File: config.mk
export PLATFORM = sky130hd
export DESIGN_NAME = sdcd_decoder
export DESIGN_NICKNAME = d
export VERILOG_FILES = /design/src/inc/sdcd_pkg.sv /design/src/rtl/sdcd_decoder.sv /design/src/rtl/sdcd_sync.sv
export VERILOG_INCLUDE_DIRS = /design/src /design/src/inc
export SDC_FILE = /design/constraint.sdc
export NUM_CORES = 1
export LEC_CHECK = 0
export ABC_AREA = 1
export BUFFER_PORTS_ARGS = -buffer_cell sky130_fd_sc_hd__buf_4
export CAP_MARGIN = 0
export CORE_ASPECT_RATIO = 0.6
export CORE_UTILIZATION = 35
export CTS_CLUSTER_SIZE = 12
export DETAILED_ROUTE_END_ITERATION = 10
export HOLD_SLACK_MARGIN = 0.06
export PLACE_DENSITY = 0.64
export SLEW_MARGIN = 20
export SYNTH_ARGS = -nofsm -noshare
export SYNTH_HDL_FRONTEND = slang
export SYNTH_SLANG_ARGS = --single-unit
File: constraint.sdc
create_clock -name clk -period 1.8 [get_ports clk]
set_clock_uncertainty 0.05 [all_clocks]
set_input_delay 0.45 -clock clk [delete_from_list [all_inputs] [get_ports clk]]
set_output_delay 0.45 -clock clk [all_outputs]
set_load 0.05 [all_outputs]
File: src/inc/sdcd_map.svh
// Constants for the SDRAM command decoder
`ifndef SDCD_MAP_SVH
`define SDCD_MAP_SVH
`define SDCD_NUM_BANKS 4
`define SDCD_BANK_W 2
`define SDCD_ADDR_W 12
`define SDCD_AP_BIT 10
`define SDCD_BURST_W 10
`define SDCD_FULL_PAGE 10'h3FF
`define SDCD_BL_FIELD_LSB 0
`define SDCD_BL_FIELD_W 3
`define SDCD_BL_FULL 3'h7
`endif

File: src/inc/sdcd_pkg.sv
// Types for the SDRAM command decoder
package sdcd_pkg;
   typedef enum logic [3:0]
   {
      SDCD_CMD_DESEL = 4'h0,
      SDCD_CMD_NOP = 4'h1,
      SDCD_CMD_ACT = 4'h2,
      SDCD_CMD_PRE = 4'h3,
      SDCD_CMD_RD = 4'h4,
      SDCD_CMD_WR = 4'h5,
      SDCD_CMD_MRS = 4'h6,
      SDCD_CMD_REF = 4'h7,
      SDCD_CMD_BST = 4'h8
   } sdcd_cmd_t;

   typedef enum logic [1:0]
   {
      SDCD_ST_RUN = 2'h0,
      SDCD_ST_SUSPEND = 2'h1,
      SDCD_ST_PDOWN = 2'h2
   } sdcd_state_t;
endpackage

File: src/rtl/sdcd_decoder.sv
// SDRAM command decoder with clock-enable state logic
//
// Notes on behaviour
// - Commands, address and bank captured only on rising clock edges.
// - Decode uses previous and current clock enable levels together.
// - Bank commands act only on the bank selected by bank bits, except precharge with address bit 10 set, which closes all banks.
// - Power-down never entered while a burst runs.
// - Power-down request during a burst enters clock suspend instead.
// - Clock suspend entered on enable high-then-low during a burst, inputs ignored; with banks active and no burst, only when selected with a strobe low.
// - Clock suspend left on enable low-then-high, whatever the command.
// - Power-down entered on enable falling with deselect or strobes high while idle or active, no burst.
// - Power-down left on enable rising with deselect or select plus strobes high.
// - Mode register set: all four low; address holds the value.
// - Burst read: select and column low, row and write high.
// - Burst write: select, column, write low, row high; data same cycle.
// - Burst stop: select and write low, both strobes high.
`timescale 1ns/1ns
`include "sdcd_map.svh"
module sdcd_decoder #(
   parameter int BURST_W = `SDCD_BURST_W
)
(
   input wire logic clk,
   input wire logic sys_rst,
   input wire logic chip_select_n,
   input wire logic row_strobe_n,
   input wire logic col_strobe_n,
   input wire logic write_enable_n,
   input wire logic clock_enable_current,
   input wire logic bank_select_low,
   input wire logic bank_select_high,
   input wire logic [`SDCD_ADDR_W-1:0] addr,
   input wire logic data_mask,
   output logic [3:0] cmd_code,
   output logic [`SDCD_NUM_BANKS-1:0] bank_active,
   output logic [`SDCD_ADDR_W-1:0] mode_value,
   output logic burst_busy,
   output logic burst_write,
   output logic suspended,
   output logic powered_down,
   output logic data_out_enable,
   output logic data_write_strobe
);
   localparam logic [BURST_W-1:0] FULL_PAGE = BURST_W'(`SDCD_FULL_PAGE);

   logic [`SDCD_ADDR_W+9-1:0] pins_raw;
   logic [`SDCD_ADDR_W+9-1:0] pins_s;
   logic cs_n, ras_n, cas_n, we_n, cke, dqm;
   logic [`SDCD_BANK_W-1:0] bank;
   logic [`SDCD_ADDR_W-1:0] a_in;

   assign pins_raw = {chip_select_n, row_strobe_n, col_strobe_n, write_enable_n,
                      clock_enable_current, data_mask, bank_select_high,
                      bank_select_low, 1'b0, addr};

   ////////////////////////////////////////////////////////////////////////
   // pins sampled on rising edges
   sdcd_sync #(.WIDTH(`SDCD_ADDR_W+9)) u_sync
   (
      .clk(clk),
      .din(pins_raw),
      .dout(pins_s)
   );

   assign {cs_n, ras_n, cas_n, we_n, cke, dqm} = pins_s[`SDCD_ADDR_W+8:`SDCD_ADDR_W+3];
   assign bank = pins_s[`SDCD_ADDR_W+2:`SDCD_ADDR_W+1];
   assign a_in = pins_s[`SDCD_ADDR_W-1:0];

   ////////////////////////////////////////////////////////////////////////
   logic clock_enable_previous_reg, clock_enable_previous_next;
   sdcd_pkg::sdcd_state_t state_reg, state_next;
   sdcd_pkg::sdcd_cmd_t cmd_reg, cmd_next;
   logic [`SDCD_NUM_BANKS-1:0] bank_reg, bank_next;
   logic [`SDCD_ADDR_W-1:0] mode_reg, mode_next;
   logic [BURST_W-1:0] left_reg, left_next;
   logic busy_reg, busy_next;
   logic bwr_reg, bwr_next;
   logic oe_reg, oe_next;
   logic wstb_reg, wstb_next;
   logic [1:0] lvl_reg, lvl_next;
   logic [BURST_W-1:0] blen;
   logic cke_fall, cke_rise, any_active, strobes_high;
   sdcd_pkg::sdcd_cmd_t dec;

   // Burst length from mode value: 0..3 gives 1,2,4,8, full code gives page
   always_comb
   begin
      blen = '0;
      if (mode_reg[`SDCD_BL_FIELD_LSB +: `SDCD_BL_FIELD_W] == `SDCD_BL_FULL)
      begin
         blen = FULL_PAGE;
      end
      else
      begin
         blen = BURST_W'((1 << mode_reg[`SDCD_BL_FIELD_LSB +: 2]) - 1);
      end
   end

   // edge of enable across two cycles
   assign cke_fall = clock_enable_previous_reg && !cke;
   assign cke_rise = !clock_enable_previous_reg && cke;
   assign any_active = |bank_reg;
   assign strobes_high = ras_n && cas_n;

   always_comb
   begin
      dec = sdcd_pkg::SDCD_CMD_DESEL;
      if (!cs_n)
      begin
         case ({ras_n, cas_n, we_n})
            3'h7: dec = sdcd_pkg::SDCD_CMD_NOP;
            3'h3: dec = sdcd_pkg::SDCD_CMD_ACT;
            3'h2: dec = sdcd_pkg::SDCD_CMD_PRE;
            3'h5: dec = sdcd_pkg::SDCD_CMD_RD;
            3'h4: dec = sdcd_pkg::SDCD_CMD_WR;
            3'h0: dec = sdcd_pkg::SDCD_CMD_MRS;
            3'h1: dec = sdcd_pkg::SDCD_CMD_REF;
            3'h6: dec = sdcd_pkg::SDCD_CMD_BST;
            default: dec = sdcd_pkg::SDCD_CMD_NOP;
         endcase
      end
   end

   always_comb
   begin
      clock_enable_previous_next = cke;
      state_next = state_reg;
      cmd_next = sdcd_pkg::SDCD_CMD_NOP;
      bank_next = bank_reg;
      mode_next = mode_reg;
      left_next = left_reg;
      busy_next = busy_reg;
      bwr_next = bwr_reg;
      oe_next = 1'b0;
      wstb_next = 1'b0;
      case (state_reg)
         sdcd_pkg::SDCD_ST_RUN:
         begin
            if (cke_fall)
            begin
               // suspend during a burst, other inputs ignored
               if (busy_reg)
               begin
                  state_next = sdcd_pkg::SDCD_ST_SUSPEND;
               end
               // power-down needs deselect or strobes high
               else if (cs_n || strobes_high)
               begin
                  state_next = sdcd_pkg::SDCD_ST_PDOWN;
               end
               else if (any_active)
               begin
                  state_next = sdcd_pkg::SDCD_ST_SUSPEND;
               end
            end
            else if (clock_enable_previous_reg)
            begin
               cmd_next = dec;
               if (busy_reg)
               begin
                  if (left_reg == '0)
                  begin
                     busy_next = 1'b0;
                  end
                  else
                  begin
                     oe_next = !bwr_reg && !dqm;
                     wstb_next = bwr_reg && !dqm;
                     left_next = (blen == FULL_PAGE) ? left_reg : left_reg - 1'b1;
                  end
               end
               case (dec)
                  sdcd_pkg::SDCD_CMD_ACT: bank_next[bank] = 1'b1;
                  sdcd_pkg::SDCD_CMD_PRE:
                  begin
                     if (a_in[`SDCD_AP_BIT])
                     begin
                        bank_next = '0;
                     end
                     else
                     begin
                        bank_next[bank] = 1'b0;
                     end
                  end
                  sdcd_pkg::SDCD_CMD_RD, sdcd_pkg::SDCD_CMD_WR:
                  begin
                     if (bank_reg[bank])
                     begin
                        busy_next = 1'b1;
                        bwr_next = (dec == sdcd_pkg::SDCD_CMD_WR);
                        left_next = blen;
                        oe_next = (dec == sdcd_pkg::SDCD_CMD_RD) && !dqm;
                        // first word taken with the command
                        wstb_next = (dec == sdcd_pkg::SDCD_CMD_WR) && !dqm;
                     end
                  end
                  sdcd_pkg::SDCD_CMD_MRS:
                  begin
                     if (!any_active)
                     begin
                        mode_next = a_in;
                     end
                  end
                  // stop ends any burst, full page or not
                  sdcd_pkg::SDCD_CMD_BST: busy_next = 1'b0;
                  default: ;
               endcase
            end
         end
         sdcd_pkg::SDCD_ST_SUSPEND:
         begin
            if (cke_rise)
            begin
               state_next = sdcd_pkg::SDCD_ST_RUN;
            end
         end
         sdcd_pkg::SDCD_ST_PDOWN:
         begin
            // exit with deselect or strobes high
            if (cke_rise && (cs_n || strobes_high))
            begin
               state_next = sdcd_pkg::SDCD_ST_RUN;
            end
         end
         default: state_next = sdcd_pkg::SDCD_ST_RUN;
      endcase
      if (sys_rst)
      begin
         state_next = sdcd_pkg::SDCD_ST_RUN;
         cmd_next = sdcd_pkg::SDCD_CMD_NOP;
         bank_next = '0;
         mode_next = '0;
         left_next = '0;
         busy_next = 1'b0;
         bwr_next = 1'b0;
         oe_next = 1'b0;
         wstb_next = 1'b0;
         clock_enable_previous_next = 1'b1;
      end
      lvl_next = {state_next == sdcd_pkg::SDCD_ST_SUSPEND,
                  state_next == sdcd_pkg::SDCD_ST_PDOWN};
   end

   always_ff @(posedge clk)
   begin
      clock_enable_previous_reg <= clock_enable_previous_next;
      state_reg <= state_next;
      cmd_reg <= cmd_next;
      bank_reg <= bank_next;
      mode_reg <= mode_next;
      left_reg <= left_next;
      busy_reg <= busy_next;
      bwr_reg <= bwr_next;
      oe_reg <= oe_next;
      wstb_reg <= wstb_next;
      lvl_reg <= lvl_next;
   end

   assign cmd_code = cmd_reg;
   assign bank_active = bank_reg;
   assign mode_value = mode_reg;
   assign burst_busy = busy_reg;
   assign burst_write = bwr_reg;
   assign suspended = lvl_reg[1];
   assign powered_down = lvl_reg[0];
   assign data_out_enable = oe_reg;
   assign data_write_strobe = wstb_reg;
endmodule

File: src/rtl/sdcd_sync.sv
// Two-flop synchroniser for pin inputs
`timescale 1ns/1ns
module sdcd_sync #(
   parameter int WIDTH = 1
)
(
   input wire logic clk,
   input wire logic [WIDTH-1:0] din,
   output logic [WIDTH-1:0] dout
);
   logic [WIDTH-1:0] meta_reg;
   logic [WIDTH-1:0] meta_next;
   logic [WIDTH-1:0] dout_reg;
   logic [WIDTH-1:0] dout_next;

   always_comb
   begin
      meta_next = din;
      dout_next = meta_reg;
   end

   always_ff @(posedge clk)
   begin
      meta_reg <= meta_next;
      dout_reg <= dout_next;
   end

   assign dout = dout_reg;
endmodule
After elaboration in Yosys (flattened, before gate mapping):

Memory sizes are Yosys's and may differ from the RTL's. A register that Yosys moved wholly into a read port is not among the register bits.
Cells that the tools add are included.

* register bits after elaboration: 79
* ROM bits: 32
* output and inout bits: 26
* memories: 1

Memories
* (name not given): depth 8, bits a word 4, rd ports 1, clocked after memory_dff 1, write ports 0, line sdcd_decoder.sv:110 `case ({ras_n, cas_n, we_n})`

* $add $sub $neg: 2
* $lt $le $gt $ge: 2
* eq/ne operators: 12
* shift-type cells: 1
* multiplexer cells: 33
* bitwise operators: 7
* reductions and logical operators: 24

Operators by type and width (count)
* $mux W10: 6
* $mux W2: 7
* $mux W1: 13
* $eq A4 B3 Y1 const B: 3
* $eq A10 B10 Y1 const B: 1
* $logic_not A10 Y1: 1
* $reduce_and A5 Y1: 2
* $shl A1 B2 Y10 const A: 1
* $sub A10 B1 Y10 const B: 1
* $sub A10 B2 Y10 const B: 1
* $logic_and A1 B1 Y1: 9
* $eq A4 B2 Y1 const B: 2
* $mux W4: 2
* $pmux W4 S2: 1
* $reduce_or A4 Y1: 2
* $pmux W2 S3: 1
* $and A4 B4 Y4: 1
* $eq A2 B1 Y1 const B: 2
* $eq A2 B2 Y1 const B: 2
* $eq A4 B4 Y1 const B: 1
* $logic_not A1 Y1: 4
* $not A1 Y1: 4
* $not A4 Y4: 1
* $or A4 B4 Y4: 1
* 12 further kinds: 12

Longest topological paths before layout:

* depth in word-level cells: 9
* gate-level depth with buffers: 12
* mapped depth without buffers: 12

Hierarchy:

A second synthesis with hierarchy kept.

* cell total of the unflattened synthesis: 352
* area total of the unflattened synthesis: 2940.3 sq um

Modules (own cells, without submodules)
* sdcd_decoder: times used 1, cells each 310, area each 2099.5 sq um
* sdcd_sync: times used 1, cells each 42, area each 840.8 sq um

Least setup slack after synthesis:

Ideal clock, no wire load.

* kind: register -> register
* from: register mode_reg[0] (netlist: mode_value[0])
* to: register left_reg[8]
* setup time: 0.123 ns
* arrival: 1.510 ns
* setup slack: 0.116 ns
* cell stages (with the launch flop): 10
* path buffers: 0
* cell sequence: dfxtp_1 -> nand3_2 -> inv_1 -> nor2_2 -> nand2_1 -> nand2_1 -> nand3_1 -> o21ai_0 -> nand2_1 -> a21oi_1

* word-level cells in the longest chain between the ends: 9

Ends and longest elaborated chain
* from (decl): line sdcd_decoder.sv:74 `` logic [`SDCD_ADDR_W-1:0] mode_reg, mode_next; ``
* from (signal assigned): line sdcd_decoder.sv:250 `mode_reg <= mode_next;`
* $shl A1 B2 Y10: line sdcd_decoder.sv:95 `` blen = BURST_W'((1 << mode_reg[`SDCD_BL_FIELD_LSB +: 2]) - 1); ``
* $sub A10 B2 Y10: line sdcd_decoder.sv:95
* $mux W10 (*): line sdcd_decoder.sv:89 `` if (mode_reg[`SDCD_BL_FIELD_LSB +: `SDCD_BL_FIELD_W] == `SDCD_BL_FULL) ``
* $eq A10 B10 Y1: line sdcd_decoder.sv:169 `left_next = (blen == FULL_PAGE) ? left_reg : left_reg - 1'b1;`
* $mux W10: line sdcd_decoder.sv:169
* $mux W10: line sdcd_decoder.sv:161 `if (left_reg == '0)`
* $mux W10: line sdcd_decoder.sv:159 `if (busy_reg)`
* $mux W10: line sdcd_decoder.sv:187 `if (bank_reg[bank])`
* $mux W10 (*): line sdcd_decoder.sv:172 `case (dec)`
* to (signal assigned): line sdcd_decoder.sv:251 `left_reg <= left_next;`
* to (decl): line sdcd_decoder.sv:75 `logic [BURST_W-1:0] left_reg, left_next;`

Every way passes the cells marked *; elsewhere a longest branch is shown, timed or not.
A chain may end at the register's enable or synchronous reset.

Worst setup path in the final report:

* from: register u_sync.dout_reg[13] (netlist: u_sync.dout[13])
* to: register left_reg[9]

* word-level cells in the longest chain between the ends: 4

Ends and longest elaborated chain
* from (decl): line sdcd_sync.sv:13 `logic [WIDTH-1:0] dout_reg;`
* from (signal assigned): line sdcd_sync.sv:25 `dout_reg <= dout_next;`
* $bmux W1 S2: line sdcd_decoder.sv:187
* $mux W1 (not written as such): line sdcd_decoder.sv:187
* $mux W10: line sdcd_decoder.sv:187
* $mux W10: line sdcd_decoder.sv:172

No other way between the ends. The select of a mux whose other input is x is not followed.

==> impl_metrics.env <==
export IMPL_crit_type="reg2reg"
export IMPL_yosysSeqAreaShare=0.556
export IMPL_yosys_warnings=0
export IMPL_critical_path_slowest_cell="dfxtp_1"
export IMPL_core_area_sq_um=8010
export IMPL_drc_errors=0
export IMPL_syn_num_nets=374
export IMPL_grt_overflow_total=0
export IMPL_dp_hpwl_microns=4660
export IMPL_crit_chain="inv_1 > nor2_2 > nand2_1 > nand2_1 > nor2_2 > nand2_4 > nor2_2 > nor2_2 > o21ai_1 > a21oi_1"
export IMPL_dpl_worst_slack_ps=171
export IMPL_clk_latency_ps=330
export IMPL_num_rows=25
export IMPL_die_h_microns=73.1
export IMPL_swShare=0.251
export IMPL_setup_ws_ps=183
export IMPL_vias=2385
export IMPL_yosysTopAreaCell="dfxtp_1"
export IMPL_drt_iter0_markers=163
export IMPL_intPower_mw=3.18
export IMPL_arrival_ps=1830
export IMPL_cts_htree_levels=3
export IMPL_grt_max_degree=20
export IMPL_max_stage_delay_ps=430
export IMPL_synth_cells=349
export IMPL_max_cap_violations=0
export IMPL_grt_antenna_before_repair=0
export IMPL_postCtsSetupBuffers=0
export IMPL_ctsHoldBuffers=0
export IMPL_ctsLongestPathBuffers=2
export IMPL_sequentialPowerShare=0.460
export IMPL_path_common_cell="nor2_2"
export IMPL_boundaryPins=48
export IMPL_p_per_area_nw_per_um2=1140
export IMPL_ys_top_cells_by_area="dfxtp_1 (56%), nand2_1 (8.0%), nor2_1 (5.6%), o21ai_0 (4.4%), inv_1 (3.9%)"
export IMPL_p_leak_nw=1.66
export IMPL_clockRootBuffer="clkbuf_16"
export IMPL_outcome="complete, no violations"
export IMPL_startpoint_type="flop"
export IMPL_port_buffers=47
export IMPL_via_per_inst=4.63
export IMPL_dieArea_sq_um=8820
export IMPL_crit_buf_inv=1
export IMPL_worstPathRequired_ps=2010
export IMPL_period_share=0.898
export IMPL_hp_class="in2reg"
export IMPL_clkPwrFrac=0.433
export IMPL_initial_utilization=0.369
export IMPL_timing_hold_violations_final=0
export IMPL_cts_repair_resized=0
export IMPL_rsz0062_at_grt="false"
export IMPL_grt_pass1_wl_microns=11000
export IMPL_place_congestion=0.877
export IMPL_ant_nets=0
export IMPL_avgSynthCellArea_sq_um=8.46
export IMPL_setup_tns_ps=0
export IMPL_clkSinkCount=82
export IMPL_syn_to_final_growth_pct=26.3
export IMPL_worstMarginPinSlew_ps=545
export IMPL_cts_buffers_inserted=9
export IMPL_fin_nets=427
export IMPL_cts_tree="built"
export IMPL_synth_top_area_share=0.556
export IMPL_setup_viol=0
export IMPL_chipWidth_microns=121
export IMPL_critPathTopFamily="simple AND/OR/NAND/NOR gates"
export IMPL_p_switching_mw=1.07
export IMPL_final_layout_size_suffix_gt1_frac=0.233
export IMPL_slew_viol_final=0
export IMPL_track_usage=0.167
export IMPL_period_needed_ps=1620
export IMPL_ir_drop_v=0.000655
export IMPL_worstSetupEndpointType="flop"
export IMPL_antennaDiodeCount=0
export IMPL_grt_pass1_vias=2188
export IMPL_drtPass1Iterations=6
export IMPL_ys_types=36
export IMPL_whs_ps=166
export IMPL_totalWireLength_microns=6470
export IMPL_ys_ff_latch=82
export IMPL_clk_pin_slew_ps=60
export IMPL_synthesis_area_sq_um=2950
export IMPL_pwr_share_comb=0.107
export IMPL_wl_per_cell_microns=12.6
export IMPL_max_slew_margin=0.634
export IMPL_fmax_ghz=0.618
export IMPL_critical_path_max_fanout=13
export IMPL_largest_reg_flops=20
[stage by stage]
| step | area [sq um] | instances | util | power [mW] |
|---|---|---|---|---|
| after floorplan | 2950 | 349 | - | 2.31 |
| after global placement | 3420 | 499 | 0.427 | 2.44 |
| after detailed placement | 3420 | 499 | 0.427 | 2.44 |
| after CTS | 3720 | 515 | 0.465 | 4.28 |
| after global routing | 3730 | 515 | 0.466 | 4.44 |
| final | 3730 | 515 | 0.466 | 4.25 |
[power groups by stage]
stage / sequential (mW) / combinational, mW / clock (mW)
6_report: 1.96 / 0.454 / 1.84
5_1_grt: 1.97 / 0.508 / 1.97
4_1_cts: 1.95 / 0.449 / 1.88
3_5_place_dp: 1.99 / 0.447 / 0
3_3_place_gp: 1.99 / 0.446 / 0
2_1_floorplan: 2.02 / 0.294 / 0
[worst paths after layout]
check | to | from | depth (start not counted) | slack [ps]
max | left_reg[9]$_SDFFE_PP0P_ | u_sync.dout[13]$_DFF_P_ | 10 | 180
min | u_sync.dout_next[10]$_DFF_P_ | addr[10] | 1 | 170
max reg2reg | left_reg[9]$_SDFFE_PP0P_ | u_sync.dout[13]$_DFF_P_ | 10 | 180
min reg2reg | u_sync.dout[13]$_DFF_P_ | u_sync.dout_next[13]$_DFF_P_ | 0 | 280
[cell type report]
| type | count | area (sq um) |
|---|---|---|
| timing repair buffer | 50 | 375 |
| sequential | 82 | 1640 |
| tap | 108 | 135 |
| clock buffer | 11 | 243 |
| fill | 786 | 4280 |
| multi-input combinational | 224 | 1140 |
| clock inverter | 5 | 62.6 |
| inverter | 35 | 131 |
[cells in the mapped netlist (all sizes together)]
| cell type | instances |
|---|---|
| a21oi | 23 |
| nand3 | 19 |
| a211oi | 4 |
| nand4 | 5 |
| o41ai | 1 |
| nor3 | 5 |
| nor4 | 3 |
| ha | 3 |
| clkbuf | 3 |
| o21ai | 30 |
| or2 | 1 |
| a221oi | 2 |
| buf | 5 |
| o31ai | 1 |
| nor2 | 55 |
| xor2 | 2 |
| o32ai | 1 |
| inv | 35 |
| xnor2 | 2 |
| nand2 | 67 |
| dfxtp | 82 |
[metal layers]
layer / share of wire / track usage
met1: 0.53 / 0.246
met2: 0.38 / 0.225
met3: 0.073 / 0.0539
met4: 0.014 / 0.0576
met5: 0 / 0
[cells by family after synthesis]
logic type / after synthesis / synth area share
XOR/XNOR: 4 / 0.0119
AO/OA/AOI/OAI: 62 / 0.118
adder cells (fa/ha/maj): 3 / 0.0127
AND/OR/NAND/NOR: 155 / 0.242
buffers and inverters: 43 / 0.0597
flip-flops: 82 / 0.556
[layout by cell type, fill, tap and decap left out, types with 2 or more instances in the layout]
cell type / n
dfxtp_1: 81
nand2_1: 63
buf_4: 50
nor2_1: 44
inv_1: 30
o21ai_0: 26
a21oi_1: 20
nand3_1: 17
clkbuf_16: 9
nor2_2: 8
inv_2: 5
nand4_1: 5
nor3_1: 4
a211oi_1: 4
nand2_2: 3
nor2_4: 3
a21oi_2: 3
o21ai_1: 3
ha_1: 3
nor4_1: 2
xnor2_1: 2
xor2_1: 2
a221oi_1: 2
nand3_2: 2
clkinvlp_4: 2
No activity file was read; power rests on OpenSTA's default activity.
